## src/rtl/trs_pkg.sv

```systemverilog
// package: offsets, field layout, reset values and types of the
// thermal limit and rail status register bank.
// assumes a 32-bit ahb-lite bus, one register per aligned word.
package trs_pkg;

  // register indices; byte address is four times the index
  localparam logic [7:0] IDX_ACQ = 8'h0D;
  localparam logic [7:0] IDX_THR = 8'h0E;
  localparam logic [7:0] IDX_RAIL = 8'h0F;
  localparam logic [7:0] IDX_REV = 8'h10;
  localparam logic [9:0] ADDR_ACQ = {IDX_ACQ, 2'b00};
  localparam logic [9:0] ADDR_THR = {IDX_THR, 2'b00};
  localparam logic [9:0] ADDR_RAIL = {IDX_RAIL, 2'b00};
  localparam logic [9:0] ADDR_REV = {IDX_REV, 2'b00};

  // acquisition control word
  localparam int ACQ_BIT = 7;
  localparam int FIN_BIT = 5;
  localparam logic [7:0] ACQ_RW_MASK = 8'h5F;
  localparam logic [7:0] ACQ_RST = 8'h20;

  // threshold word
  localparam int COLD_MSB = 7;
  localparam int COLD_LSB = 4;
  localparam int HOT_MSB = 3;
  localparam int HOT_LSB = 0;
  localparam logic [7:0] THR_RST = 8'h78;
  localparam logic signed [8:0] COLD_BASE_C = -9'sd7;
  localparam logic signed [8:0] HOT_BASE_C = 9'sd42;

  // rail status bit positions
  localparam int RAIL_BOOST_BIT = 7;
  localparam int RAIL_GH_BIT = 6;
  localparam int RAIL_INV_BIT = 5;
  localparam int RAIL_PLDO_BIT = 4;
  localparam int RAIL_GL_BIT = 3;
  localparam int RAIL_NLDO_BIT = 1;
  localparam logic [7:0] RAIL_RST = 8'h00;

  // revision fields; values are arbitrary
  localparam logic [1:0] MAJOR_REV = 2'h0;
  localparam logic [1:0] MINOR_REV = 2'h1;
  localparam logic [3:0] VERSION = 4'h2;

  localparam logic [1:0] HTRANS_NONSEQ = 2'h2;

  typedef struct packed {
    logic positive_boost_good;
    logic gate_high_pump_good;
    logic inverting_converter_good;
    logic positive_ldo_good;
    logic gate_low_pump_good;
    logic negative_ldo_good;
  } trs_rails_t;

  typedef struct packed {
    logic hot;
    logic cold;
  } trs_alarm_t;

  typedef enum logic [1:0] {
    ACQ_IDLE = 2'b00,
    ACQ_START = 2'b01,
    ACQ_WAIT = 2'b11
  } trs_acq_state_t;

endpackage : trs_pkg

```

## src/rtl/trs_sync.sv

```systemverilog
// two-stage synchroniser for a group of level inputs.
// assumes inputs are asynchronous levels from the analog rails.
`timescale 1ns/1ps
module trs_sync #(
  parameter int WIDTH = 6
) (
  // clock and reset
  input wire logic core_clk_i,
  input wire logic rst_n_i,
  // levels
  input wire logic [WIDTH-1:0] async_i,
  output logic [WIDTH-1:0] sync_o
);

  logic [WIDTH-1:0] meta_q;
  logic [WIDTH-1:0] meta_d;
  logic [WIDTH-1:0] sync_q;
  logic [WIDTH-1:0] sync_d;

  always_comb begin
    meta_d = async_i;
    sync_d = meta_q;
  end

  always_ff @(posedge core_clk_i or negedge rst_n_i) begin
    if (!rst_n_i) begin
      meta_q <= '0;
      sync_q <= '0;
    end else begin
      meta_q <= meta_d;
      sync_q <= sync_d;
    end
  end

  assign sync_o = sync_q;

endmodule : trs_sync

```

## src/rtl/trs_alarm_eval.sv

```systemverilog
// hot and cold threshold comparison of one finished reading.
// assumes eval_i is a one-cycle pulse with temp_i valid in that cycle.
`timescale 1ns/1ps
module trs_alarm_eval (
  // clock and reset
  input wire logic core_clk_i,
  input wire logic rst_n_i,
  // reading and thresholds
  input wire logic eval_i,
  input wire logic signed [7:0] temp_i,
  input wire logic [7:0] thr_i,
  // one-cycle alarm pulses
  output trs_pkg::trs_alarm_t alarm_o
);

  trs_pkg::trs_alarm_t alarm_q;
  trs_pkg::trs_alarm_t alarm_d;
  logic signed [8:0] temp_x;
  logic signed [8:0] cold_lim;
  logic signed [8:0] hot_lim;

  always_comb begin
    temp_x = 9'(temp_i);
    cold_lim = trs_pkg::COLD_BASE_C
      + $signed({5'h00, thr_i[trs_pkg::COLD_MSB:trs_pkg::COLD_LSB]});
    hot_lim = trs_pkg::HOT_BASE_C
      + $signed({5'h00, thr_i[trs_pkg::HOT_MSB:trs_pkg::HOT_LSB]});
    alarm_d.cold = eval_i && (temp_x <= cold_lim);
    alarm_d.hot = eval_i && (temp_x >= hot_lim);
  end

  always_ff @(posedge core_clk_i or negedge rst_n_i) begin
    if (!rst_n_i) begin
      alarm_q <= '0;
    end else begin
      alarm_q <= alarm_d;
    end
  end

  assign alarm_o = alarm_q;

endmodule : trs_alarm_eval

```

## src/rtl/trs_regs.sv

```systemverilog
// thermal alarm thresholds, acquisition control, rail status,
// all-good pin and revision, reached over ahb-lite.
// assumes a converter on core_clk that answers a start pulse with a
// done pulse and a signed reading in whole degrees.
//
// Implementation choice: the AHB-Lite slave port.
`timescale 1ns/1ps

// Overview of operation
// - cold threshold bits 7:4, reset 7h, code 0 is -7 C; alarm at or below.
// - hot threshold bits 3:0, reset 8h, code 0 is 42 C; alarm at or above.
// - all-good pin released only when four gate and ldo rails are good.
// - rail status read-only, one bit per rail, bits 2 and 0 read zero.
// - revision read-only: major 7:6, minor 5:4, version 3:0.
// - writing 1 starts acquisition; bit self-clears and finished flag sets.
module trs_regs (
  // clock and reset
  input wire logic core_clk_i,
  input wire logic rst_n_i,
  // ahb-lite slave
  input wire logic hsel_i,
  input wire logic [31:0] haddr_i,
  input wire logic [1:0] htrans_i,
  input wire logic hwrite_i,
  input wire logic [2:0] hsize_i,
  input wire logic [31:0] hwdata_i,
  input wire logic hready_i,
  output logic [31:0] hrdata_o,
  output logic hreadyout_o,
  output logic hresp_o,
  // rail good levels and open-drain all-good pin
  input wire trs_pkg::trs_rails_t rails_good_i,
  input wire logic all_rails_good_pin_i,
  output logic all_rails_good_pin_o,
  output logic all_rails_good_pin_oe_n_o,
  // temperature converter
  output logic temp_start_o,
  input wire logic temp_done_i,
  input wire logic signed [7:0] temp_value_i,
  // alarms, one-cycle pulses
  output trs_pkg::trs_alarm_t alarm_o
);

  function automatic logic addr_hit(input logic [31:0] a, input logic [9:0] r);
    addr_hit = (a[31:10] == 22'h000000) && (a[9:0] == r);
  endfunction : addr_hit

  // bus state
  logic ap;
  logic wr_pend_q;
  logic wr_pend_d;
  logic [9:0] wa_q;
  logic [9:0] wa_d;
  logic wa_ok_q;
  logic wa_ok_d;
  logic [31:0] hrdata_q;
  logic [31:0] hrdata_d;

  // register state
  logic [7:0] thr_q;
  logic [7:0] thr_d;
  logic [7:0] acq_misc_q;
  logic [7:0] acq_misc_d;
  logic fin_q;
  logic fin_d;
  trs_pkg::trs_acq_state_t st_q;
  trs_pkg::trs_acq_state_t st_d;
  logic pin_rel_q;
  logic pin_rel_d;

  logic wr_acq;
  logic wr_thr;
  logic eval;
  logic all_good;
  trs_pkg::trs_rails_t rails_s;
  logic [7:0] rail_word;
  logic [7:0] acq_word_d;
  logic [7:0] rev_word;

  trs_sync #(
    .WIDTH(6)
  ) u_sync (
    .core_clk_i(core_clk_i),
    .rst_n_i(rst_n_i),
    .async_i(rails_good_i),
    .sync_o(rails_s)
  );

  trs_alarm_eval u_eval (
    .core_clk_i(core_clk_i),
    .rst_n_i(rst_n_i),
    .eval_i(eval),
    .temp_i(temp_value_i),
    .thr_i(thr_q),
    .alarm_o(alarm_o)
  );

  // bus decode; zero wait states, always okay
  always_comb begin
    ap = hsel_i && hready_i && htrans_i[1];
    wr_pend_d = ap && hwrite_i;
    wa_d = ap ? haddr_i[9:0] : wa_q;
    wa_ok_d = ap && (haddr_i[31:10] == 22'h000000);
    wr_acq = wr_pend_q && wa_ok_q && (wa_q == trs_pkg::ADDR_ACQ);
    wr_thr = wr_pend_q && wa_ok_q && (wa_q == trs_pkg::ADDR_THR);
  end

  // acquisition sequence and register next values
  always_comb begin
    st_d = st_q;
    fin_d = fin_q;
    thr_d = thr_q;
    acq_misc_d = acq_misc_q;
    eval = 1'b0;
    if (wr_thr) begin
      thr_d = hwdata_i[7:0];
    end
    if (wr_acq) begin
      acq_misc_d = hwdata_i[7:0] & trs_pkg::ACQ_RW_MASK;
    end
    case (st_q)
      trs_pkg::ACQ_IDLE: begin
        if (wr_acq && hwdata_i[trs_pkg::ACQ_BIT]) begin
          st_d = trs_pkg::ACQ_START;
          fin_d = 1'b0;
        end
      end
      trs_pkg::ACQ_START: begin
        st_d = trs_pkg::ACQ_WAIT;
      end
      trs_pkg::ACQ_WAIT: begin
        if (temp_done_i) begin
          st_d = trs_pkg::ACQ_IDLE;
          fin_d = 1'b1;
          eval = 1'b1;
        end
      end
      default: begin
        st_d = trs_pkg::ACQ_IDLE;
      end
    endcase
  end

  // read words; next values forwarded so a read right after a write sees it
  always_comb begin
    rail_word = trs_pkg::RAIL_RST;
    rail_word[trs_pkg::RAIL_BOOST_BIT] = rails_s.positive_boost_good;
    rail_word[trs_pkg::RAIL_GH_BIT] = rails_s.gate_high_pump_good;
    rail_word[trs_pkg::RAIL_INV_BIT] = rails_s.inverting_converter_good;
    rail_word[trs_pkg::RAIL_PLDO_BIT] = rails_s.positive_ldo_good;
    rail_word[trs_pkg::RAIL_GL_BIT] = rails_s.gate_low_pump_good;
    rail_word[trs_pkg::RAIL_NLDO_BIT] = rails_s.negative_ldo_good;
    acq_word_d = acq_misc_d;
    acq_word_d[trs_pkg::ACQ_BIT] = (st_d != trs_pkg::ACQ_IDLE);
    acq_word_d[trs_pkg::FIN_BIT] = fin_d;
    rev_word = {trs_pkg::MAJOR_REV, trs_pkg::MINOR_REV, trs_pkg::VERSION};
    hrdata_d = hrdata_q;
    if (ap && !hwrite_i) begin
      hrdata_d = 32'h00000000;
      if (addr_hit(haddr_i, trs_pkg::ADDR_ACQ)) begin
        hrdata_d[7:0] = acq_word_d;
      end
      if (addr_hit(haddr_i, trs_pkg::ADDR_THR)) begin
        hrdata_d[7:0] = thr_d;
      end
      if (addr_hit(haddr_i, trs_pkg::ADDR_RAIL)) begin
        hrdata_d[7:0] = rail_word;
      end
      if (addr_hit(haddr_i, trs_pkg::ADDR_REV)) begin
        hrdata_d[7:0] = rev_word;
      end
    end
  end

  // pin released only with all four gate and ldo rails good
  always_comb begin
    all_good = rails_s.gate_high_pump_good && rails_s.positive_ldo_good
      && rails_s.gate_low_pump_good && rails_s.negative_ldo_good;
    pin_rel_d = all_good;
  end

  always_ff @(posedge core_clk_i or negedge rst_n_i) begin
    if (!rst_n_i) begin
      wr_pend_q <= 1'b0;
      wa_q <= 10'h000;
      wa_ok_q <= 1'b0;
      hrdata_q <= 32'h00000000;
      thr_q <= trs_pkg::THR_RST;
      acq_misc_q <= trs_pkg::ACQ_RST & trs_pkg::ACQ_RW_MASK;
      fin_q <= trs_pkg::ACQ_RST[trs_pkg::FIN_BIT];
      st_q <= trs_pkg::ACQ_IDLE;
      pin_rel_q <= 1'b0;
    end else begin
      wr_pend_q <= wr_pend_d;
      wa_q <= wa_d;
      wa_ok_q <= wa_ok_d;
      hrdata_q <= hrdata_d;
      thr_q <= thr_d;
      acq_misc_q <= acq_misc_d;
      fin_q <= fin_d;
      st_q <= st_d;
      pin_rel_q <= pin_rel_d;
    end
  end

  assign hrdata_o = hrdata_q;
  assign hreadyout_o = 1'b1;
  assign hresp_o = 1'b0;
  assign temp_start_o = (st_q == trs_pkg::ACQ_START);
  assign all_rails_good_pin_o = 1'b0;
  assign all_rails_good_pin_oe_n_o = pin_rel_q;

  cold_alarm_a: assert property (
    @(posedge core_clk_i) disable iff (!rst_n_i)
    eval |=> alarm_o.cold == ($signed({$past(temp_value_i[7]), $past(temp_value_i)})
      <= $signed({5'h00, $past(thr_q[7:4])}) - 9'sd7))
    else $error("cold alarm does not match threshold");

  hot_alarm_a: assert property (
    @(posedge core_clk_i) disable iff (!rst_n_i)
    eval |=> alarm_o.hot == ($signed({$past(temp_value_i[7]), $past(temp_value_i)})
      >= $signed({5'h00, $past(thr_q[3:0])}) + 9'sd42))
    else $error("hot alarm does not match threshold");

  thr_store_a: assert property (
    @(posedge core_clk_i) disable iff (!rst_n_i)
    wr_thr |=> thr_q == $past(hwdata_i[7:0]))
    else $error("threshold write not stored");

  pin_release_a: assert property (
    @(posedge core_clk_i) disable iff (!rst_n_i)
    ##1 all_rails_good_pin_oe_n_o == $past(rails_s.gate_high_pump_good
      && rails_s.positive_ldo_good && rails_s.gate_low_pump_good
      && rails_s.negative_ldo_good))
    else $error("all-good pin does not follow rails");

  rail_read_a: assert property (
    @(posedge core_clk_i) disable iff (!rst_n_i)
    (ap && !hwrite_i && addr_hit(haddr_i, trs_pkg::ADDR_RAIL))
      |=> hrdata_o[2] == 1'b0 && hrdata_o[0] == 1'b0
      && hrdata_o[6] == $past(rails_s.gate_high_pump_good))
    else $error("rail status read wrong");

  rev_read_a: assert property (
    @(posedge core_clk_i) disable iff (!rst_n_i)
    (ap && !hwrite_i && addr_hit(haddr_i, trs_pkg::ADDR_REV))
      |=> hrdata_o == 32'h00000012)
    else $error("revision read wrong");

  acq_start_a: assert property (
    @(posedge core_clk_i) disable iff (!rst_n_i)
    (wr_acq && hwdata_i[7] && st_q == trs_pkg::ACQ_IDLE)
      |=> temp_start_o && !fin_q ##1 !temp_start_o)
    else $error("acquisition start not issued");

  acq_done_a: assert property (
    @(posedge core_clk_i) disable iff (!rst_n_i)
    eval |=> fin_q && st_q == trs_pkg::ACQ_IDLE)
    else $error("acquisition did not self-clear");

  eval_once_a: assert property (
    @(posedge core_clk_i) disable iff (!rst_n_i)
    (alarm_o.hot || alarm_o.cold) |-> $past(eval))
    else $error("alarm without a finished acquisition");

  // read-back checks: the data phase shows the rails that the address phase saw and the acquisition state it left
  rail_word_a: assert property (
    @(posedge core_clk_i) disable iff (!rst_n_i)
    (ap && !hwrite_i && addr_hit(haddr_i, trs_pkg::ADDR_RAIL))
      |=> hrdata_o == {24'h000000, $past(rails_s.positive_boost_good),
      $past(rails_s.gate_high_pump_good), $past(rails_s.inverting_converter_good),
      $past(rails_s.positive_ldo_good), $past(rails_s.gate_low_pump_good), 1'b0,
      $past(rails_s.negative_ldo_good), 1'b0})
    else $error("rail status word wrong");

  acq_read_a: assert property (
    @(posedge core_clk_i) disable iff (!rst_n_i)
    (ap && !hwrite_i && addr_hit(haddr_i, trs_pkg::ADDR_ACQ))
      |=> hrdata_o[7] == (st_q != trs_pkg::ACQ_IDLE) && hrdata_o[5] == fin_q)
    else $error("acquisition status read wrong");

  // thresholds only move on a write to their own word
  thr_hold_a: assert property (
    @(posedge core_clk_i) disable iff (!rst_n_i)
    !wr_thr |=> $stable(thr_q))
    else $error("threshold changed without a write");

  // a second start while busy must not restart the converter
  busy_hold_a: assert property (
    @(posedge core_clk_i) disable iff (!rst_n_i)
    (st_q == trs_pkg::ACQ_WAIT && !temp_done_i) |=> st_q == trs_pkg::ACQ_WAIT)
    else $error("acquisition left wait without done");

  start_once_a: assert property (
    @(posedge core_clk_i) disable iff (!rst_n_i)
    temp_start_o |=> !temp_start_o && st_q == trs_pkg::ACQ_WAIT)
    else $error("start pulse longer than one cycle");

  stray_done_a: assert property (
    @(posedge core_clk_i) disable iff (!rst_n_i)
    (st_q != trs_pkg::ACQ_WAIT) |=> alarm_o == 2'b00)
    else $error("alarm outside an acquisition");

  // cold limit tops out far below the hot one, so never both
  alarm_excl_a: assert property (
    @(posedge core_clk_i) disable iff (!rst_n_i)
    !(alarm_o.hot && alarm_o.cold))
    else $error("hot and cold alarm together");

endmodule : trs_regs

```

## config.mk

```make
export PLATFORM = sky130hd
export DESIGN_NAME = trs_regs
export DESIGN_NICKNAME = d
export VERILOG_FILES = /design/src/rtl/trs_pkg.sv /design/src/rtl/trs_sync.sv /design/src/rtl/trs_alarm_eval.sv /design/src/rtl/trs_regs.sv
export SDC_FILE = /design/constraint.sdc
export NUM_CORES = 1
export LEC_CHECK = 0
export ABC_AREA = 1
export BUFFER_PORTS_ARGS = -buffer_cell sky130_fd_sc_hd__buf_4
export CAP_MARGIN = 20
export CORE_MARGIN = 1.5
export CORE_UTILIZATION = 50
export CTS_CLUSTER_SIZE = 30
export DETAILED_ROUTE_END_ITERATION = 12
export PLACE_DENSITY = 0.94
export SYNTH_ARGS = -nofsm -noshare
export SYNTH_HDL_FRONTEND = slang
export SYNTH_SLANG_ARGS = --single-unit
```

## constraint.sdc

```tcl
create_clock -name core_clk_i -period 4.75 [get_ports core_clk_i]
set_clock_uncertainty 0.15 [all_clocks]
set_input_delay 0 -clock core_clk_i [delete_from_list [all_inputs] [get_ports core_clk_i]]
set_output_delay 0 -clock core_clk_i [all_outputs]
set_load 0.005 [all_outputs]
```

# --- After elaboration in Yosys (flattened, before gate mapping) ---
# Cells that the tools add are included.
word_totals:
  output_inout_bits: 39
  input_bits: 90
  elab_cells: 61
  regBits: 52
classes:
  n_reduce_logical: 22
  muxes: 14
  n_eq_ne: 8
  n_lt_le_gt_ge: 2
  addsub: 2
op_table:
  columns: ["operator", "count"]
  rows:
  - ["$eq A10 B6 Y1 const B", 5]
  - ["$mux W8", 5]
  - ["$logic_not A22 Y1", 1]
  - ["$logic_and A1 B1 Y1", 18]
  - ["$eq A10 B7 Y1 const B", 1]
  - ["$ge A8 B8 Y1", 1]
  - ["$le A8 B6 Y1", 1]
  - ["$add A6 B4 Y7 const A", 1]
  - ["$mux W7", 1]
  - ["$add A4 B5 Y6 const A", 1]
  - ["$pmux W2 S3", 1]
  - ["$mux W1", 4]
  - ["$mux W2", 2]
  - ["$eq A2 B1 Y1 const B", 1]
  - ["$eq A2 B2 Y1 const B", 1]
  - ["$logic_not A2 Y1", 1]
  - ["$pmux W1 S2", 1]
  - ["$reduce_bool A2 Y1", 1]
  - ["$logic_not A1 Y1", 1]

# --- Depth between registers and ports, before layout ---
logic_depth:
  depth_word: 10
  ltp_mapped: 13
  depth_no_buf: 13

# --- Cells and area by module ---
# A second synthesis with hierarchy kept.
unflattened:
  hier_cells: 393
  area_unflattened_um2: 3154.3
by_module_without_submodules:
  columns: ["mod", "n_inst", "seq_area_each_um2", "area_per_inst_um2", "cells_per_inst"]
  rows:
  - ["trs_regs", 1, 957.2, 2329.7, 301]
  - ["trs_alarm_eval", 1, 50.0, 524.3, 80]
  - ["trs_sync", 1, 300.3, 300.3, 12]

# --- Least setup slack after synthesis ---
# OpenSTA, ideal clock, no wires.
synth_path:
  path_kind: "register -> register"
  startpoint: "register thr_q[4]"
  endpoint: "register u_eval.alarm_q (netlist bit u_eval.alarm_o[0])"
  stages_incl_launch_ff: 11
  arrival_time_ns: 1.560
  period_less_slack_ns: 1.823
  setup_time_ns: 0.113
  path_slack_ns: 2.927
  required_time_ns: 4.487
  n_path_buf: 0
  path_cell_list: "dfstp_2 -> nand3_1 -> xor2_1 -> ha_1 -> nand2_1 -> o21ai_0 -> nand2_1 -> nand3_1 -> nand3_1 -> nand2_1 -> inv_1"
synth_rtl:
  columns: ["item", "line", "text"]
  rows:
  - ["from (decl)", "trs_regs.sv:60", "logic [7:0] thr_q;"]
  - ["from (signal assigned)", "trs_regs.sv:188", "thr_q <= trs_pkg::THR_RST;"]
  - ["from (signal assigned)", "trs_regs.sv:198", "thr_q <= thr_d;"]
  - ["to (signal assigned)", "trs_alarm_eval.sv:36", "alarm_q <= alarm_d;"]
  - ["to (decl)", "trs_alarm_eval.sv:16", "trs_pkg::trs_alarm_t alarm_q;"]

==> results_dict.tcl <==
set metrics [dict create \
    syn_inst 373 \
    io_pins 129 \
    cts_sinks 52 \
    syn-mean-instance-area_sq_um 8.25 \
    clockBufferDepth 2 \
    synth-seq-cells 52 \
    path_clk_slew_ns 0.10 \
    antenna_left 0 \
    wl_per_cell_microns 11.5 \
    irDropWorstVdd_mv 0.184 \
    r2r-end "u_eval.alarm_o[1]" \
    hold_viol_final 1 \
    holdPathEnd "wa_ok_q" \
    fin_nets 588 \
    fin_cells 555 \
    yosysWarningCount 0 \
    insertedDiodeCount 0 \
    fill_cells 477 \
    dr.pass1.iters 4 \
    max-cap-violations 0 \
    hold_start "haddr_i[13]" \
    cts_setup_buffers 0 \
    drc_errors 0 \
    die_y_microns 81.4 \
    first_iter_violations 104 \
    grtUsageTotal 0.209 \
    post-route-util 0.675 \
    worst-path-buf-inv 2 \
    cts_tree "done" \
    drv_slew 0 \
    critPathTopFamily "buffers and inverters" \
    slowest_stage "dlygate4sd3_1" \
    grt_pass1_vias 2741 \
    endpoint_kind "flop" \
    wirelength_microns 6380 \
    h-tree-depth 2 \
    path_cells "ha_1, xor2_1, ha_1, nand2_1, o21ai_0, nand2_1, a31o_2, dlygate4sd3_1, a21oi_1, dlygate4sd3_1" \
    grt_pass1_wl_microns 10600 \
    drive_gt1_frac 0.256 \
    fin_crit_sh 0.647 \
    rrSetupSlack_ns 1.68 \
    ys_types 33 \
    power_density_mw_per_mm2 220 \
    setup_viol 0 \
    crit-reg2reg-launch "thr_q[1]" \
    hold_slack_ns -0.00110 \
    status "finished with violations" \
    grt-ovfl-total 0 \
    p_leak_nw 2.12 \
    hold_class "primary input to flop" \
    maxSlewHeadroom 0.543 \
    cts.repair.resized 0 \
    numCtsBuffers 5 \
    area_growth_syn_to_layout_pct 29.8 \
    antenna_found_initial 0 \
    core.rowCount 28 \
    worstPathArrival_ns 3.17 \
    fp.dieW_microns 81.4 \
    tightest_slew_ns 0.683 \
    root_buffer "clkbuf_8" \
    required_ns 4.85 \
    dp_cells 514 \
    violations "hold timing" \
    start_kind "flop" \
    reg2regPathDepth 10 \
    worst_path_largest_cell_delay_ns 0.56 \
    holdPathStages 6 \
    rsz0062_at_grt "no" \
    place_area_sq_mm 0.00357 \
    grt_max_degree 53 \
    start_util 0.520 \
    syn_area_sq_mm 0.00308 \
    coreArea_sq_mm 0.00592 \
    io_buffer_count 72 \
    die-area_sq_mm 0.00663 \
    clk-insertion-delay-late_ns 0.31 \
    crit_type "flop to flop" \
    cts_hold_buffers 33 \
    min_period_ns 3.07 \
    crit_fanout 4 \
    max_freq_mhz 326 \
    vias_per_cell 4.80 \
    place_hpwl_microns 4880 \
    seq_area_frac_synth 0.425 \
    place_congestion 0.840 \
    stdcell_area_sq_mm 0.00399 \
    setup_tns_ns 0 \
    via_count 2664 \
]
==> state kept, by name, indices dropped and copies added (netlist names) <==
register / count
wa_ok_q: 1
thr_q: 8
acq_misc_q: 6
u_sync.sync_o: 6
hrdata_o: 8
st_q: 2
u_sync.meta_q: 6
u_eval.alarm_o: 2
fin_q: 1
wa_q: 10
all_rails_good_pin_oe_n_o: 1
wr_pend_q: 1
==> cells in the final DEF, fill, tap and decap left out, drive strengths merged <==
cell type | netlist | routed
a21oi | 19 | 19
a31o | 1 | 1
a31oi | 1 | 1
buf | 29 | 72
clkbuf | 2 | 5
clkinv | 0 | 2
conb | 2 | 27
dfrtp | 47 | 47
dfstp | 5 | 5
dlygate4sd3 | 0 | 33
ha | 19 | 19
inv | 51 | 52
mux2 | 1 | 1
nand2 | 105 | 105
nand3 | 14 | 14
nand3b | 1 | 1
nand4 | 4 | 4
nor2 | 31 | 31
nor3 | 12 | 12
o21ai | 24 | 24
o31a | 1 | 1
or2 | 1 | 1
xnor2 | 1 | 1
xor2 | 2 | 2
==> synth_stat cells, drive strengths merged <==
cell | number | share of area
a31oi | 1 | 0.0020
nor2 | 31 | 0.052
o21ai | 24 | 0.050
a21oi | 19 | 0.033
dfstp | 5 | 0.043
a31o | 1 | 0.0028
xor2 | 2 | 0.0057
clkbuf | 2 | 0.0024
buf | 29 | 0.073
conb | 2 | 0.0024
or2 | 1 | 0.0028
ha | 19 | 0.077
nand3 | 14 | 0.027
nand2 | 105 | 0.13
o31a | 1 | 0.0028
dfrtp | 47 | 0.38
xnor2 | 1 | 0.0028
nand3b | 1 | 0.0024
nand4 | 4 | 0.0081
nor3 | 12 | 0.030
mux2 | 1 | 0.0037
inv | 51 | 0.062
==> cells by family after synthesis <==
| logic type | Yosys count | share of synthesized area |
|---|---|---|
| adder cells (fa/ha/maj) | 19 | 0.0773 |
| XOR/XNOR | 3 | 0.00854 |
| flip-flops | 52 | 0.425 |
| multiplexers | 1 | 0.00366 |
| AND/OR/NAND/NOR | 168 | 0.254 |
| buffers and inverters | 82 | 0.138 |
| other | 2 | 0.00244 |
| AO/OA/AOI/OAI | 46 | 0.0911 |
==> report_power, final <==
part	total, mW	switching (mW)	internal [mW]
logic	0.144	0.0682	0.0761
registers	0.479	0.0135	0.465
clock network	0.255	0.149	0.106
==> metrics by stage <==
step	power (mW)	setup WS [ns]
floorplan	0.559	2.93
global placement	0.605	2.83
detailed placement	0.612	2.76
CTS	0.884	1.68
global route	0.926	1.58
finish	0.878	1.68
==> cell type report <==
cell class	count	area (sq um)	share of cell area
timing repair buffer	105	871	0.218
clock inverter	3	22.5	0.00564
inverter	51	191	0.0479
clock buffer	5	68.8	0.0172
multi-input combinational	264	1440	0.360
tap	75	93.8	0.0235
sequential	52	1310	0.327
==> routing by layer <==
| layer | share of wire | vias up | GRT usage |
|---|---|---|---|
| met1 | 0.38 | 1231 | 0.210 |
| met5 | 0 | - | 0 |
| li1 | - | 1334 | - |
| met3 | 0.055 | 6 | 0.0467 |
| met4 | 0.0088 | 0 | 0.0534 |
| met2 | 0.55 | 93 | 0.423 |
==> worst min-delay path: stages <==
cell and delay [ns]:
buf_4 0.08, nor2_1 0.04, nand2_2 0.07, nor2_4 0.04, nand3_4 0.15, nor2_1 0.06
==> worst max-delay path by stage <==
stage	start	slack, ns	cells after the start	to
after floorplan	thr_q[4]	2.93	10	u_eval.alarm_o[0]
final	thr_q[1]	1.68	10	u_eval.alarm_o[1]
after CTS	thr_q[1]	1.68	10	u_eval.alarm_o[1]
after global routing	thr_q[1]	1.58	10	u_eval.alarm_o[1]
after global placement	thr_q[4]	2.83	10	u_eval.alarm_o[0]
after detailed placement	thr_q[4]	2.76	10	u_eval.alarm_o[0]
Note: power is estimated with default switching activity, not from simulation.
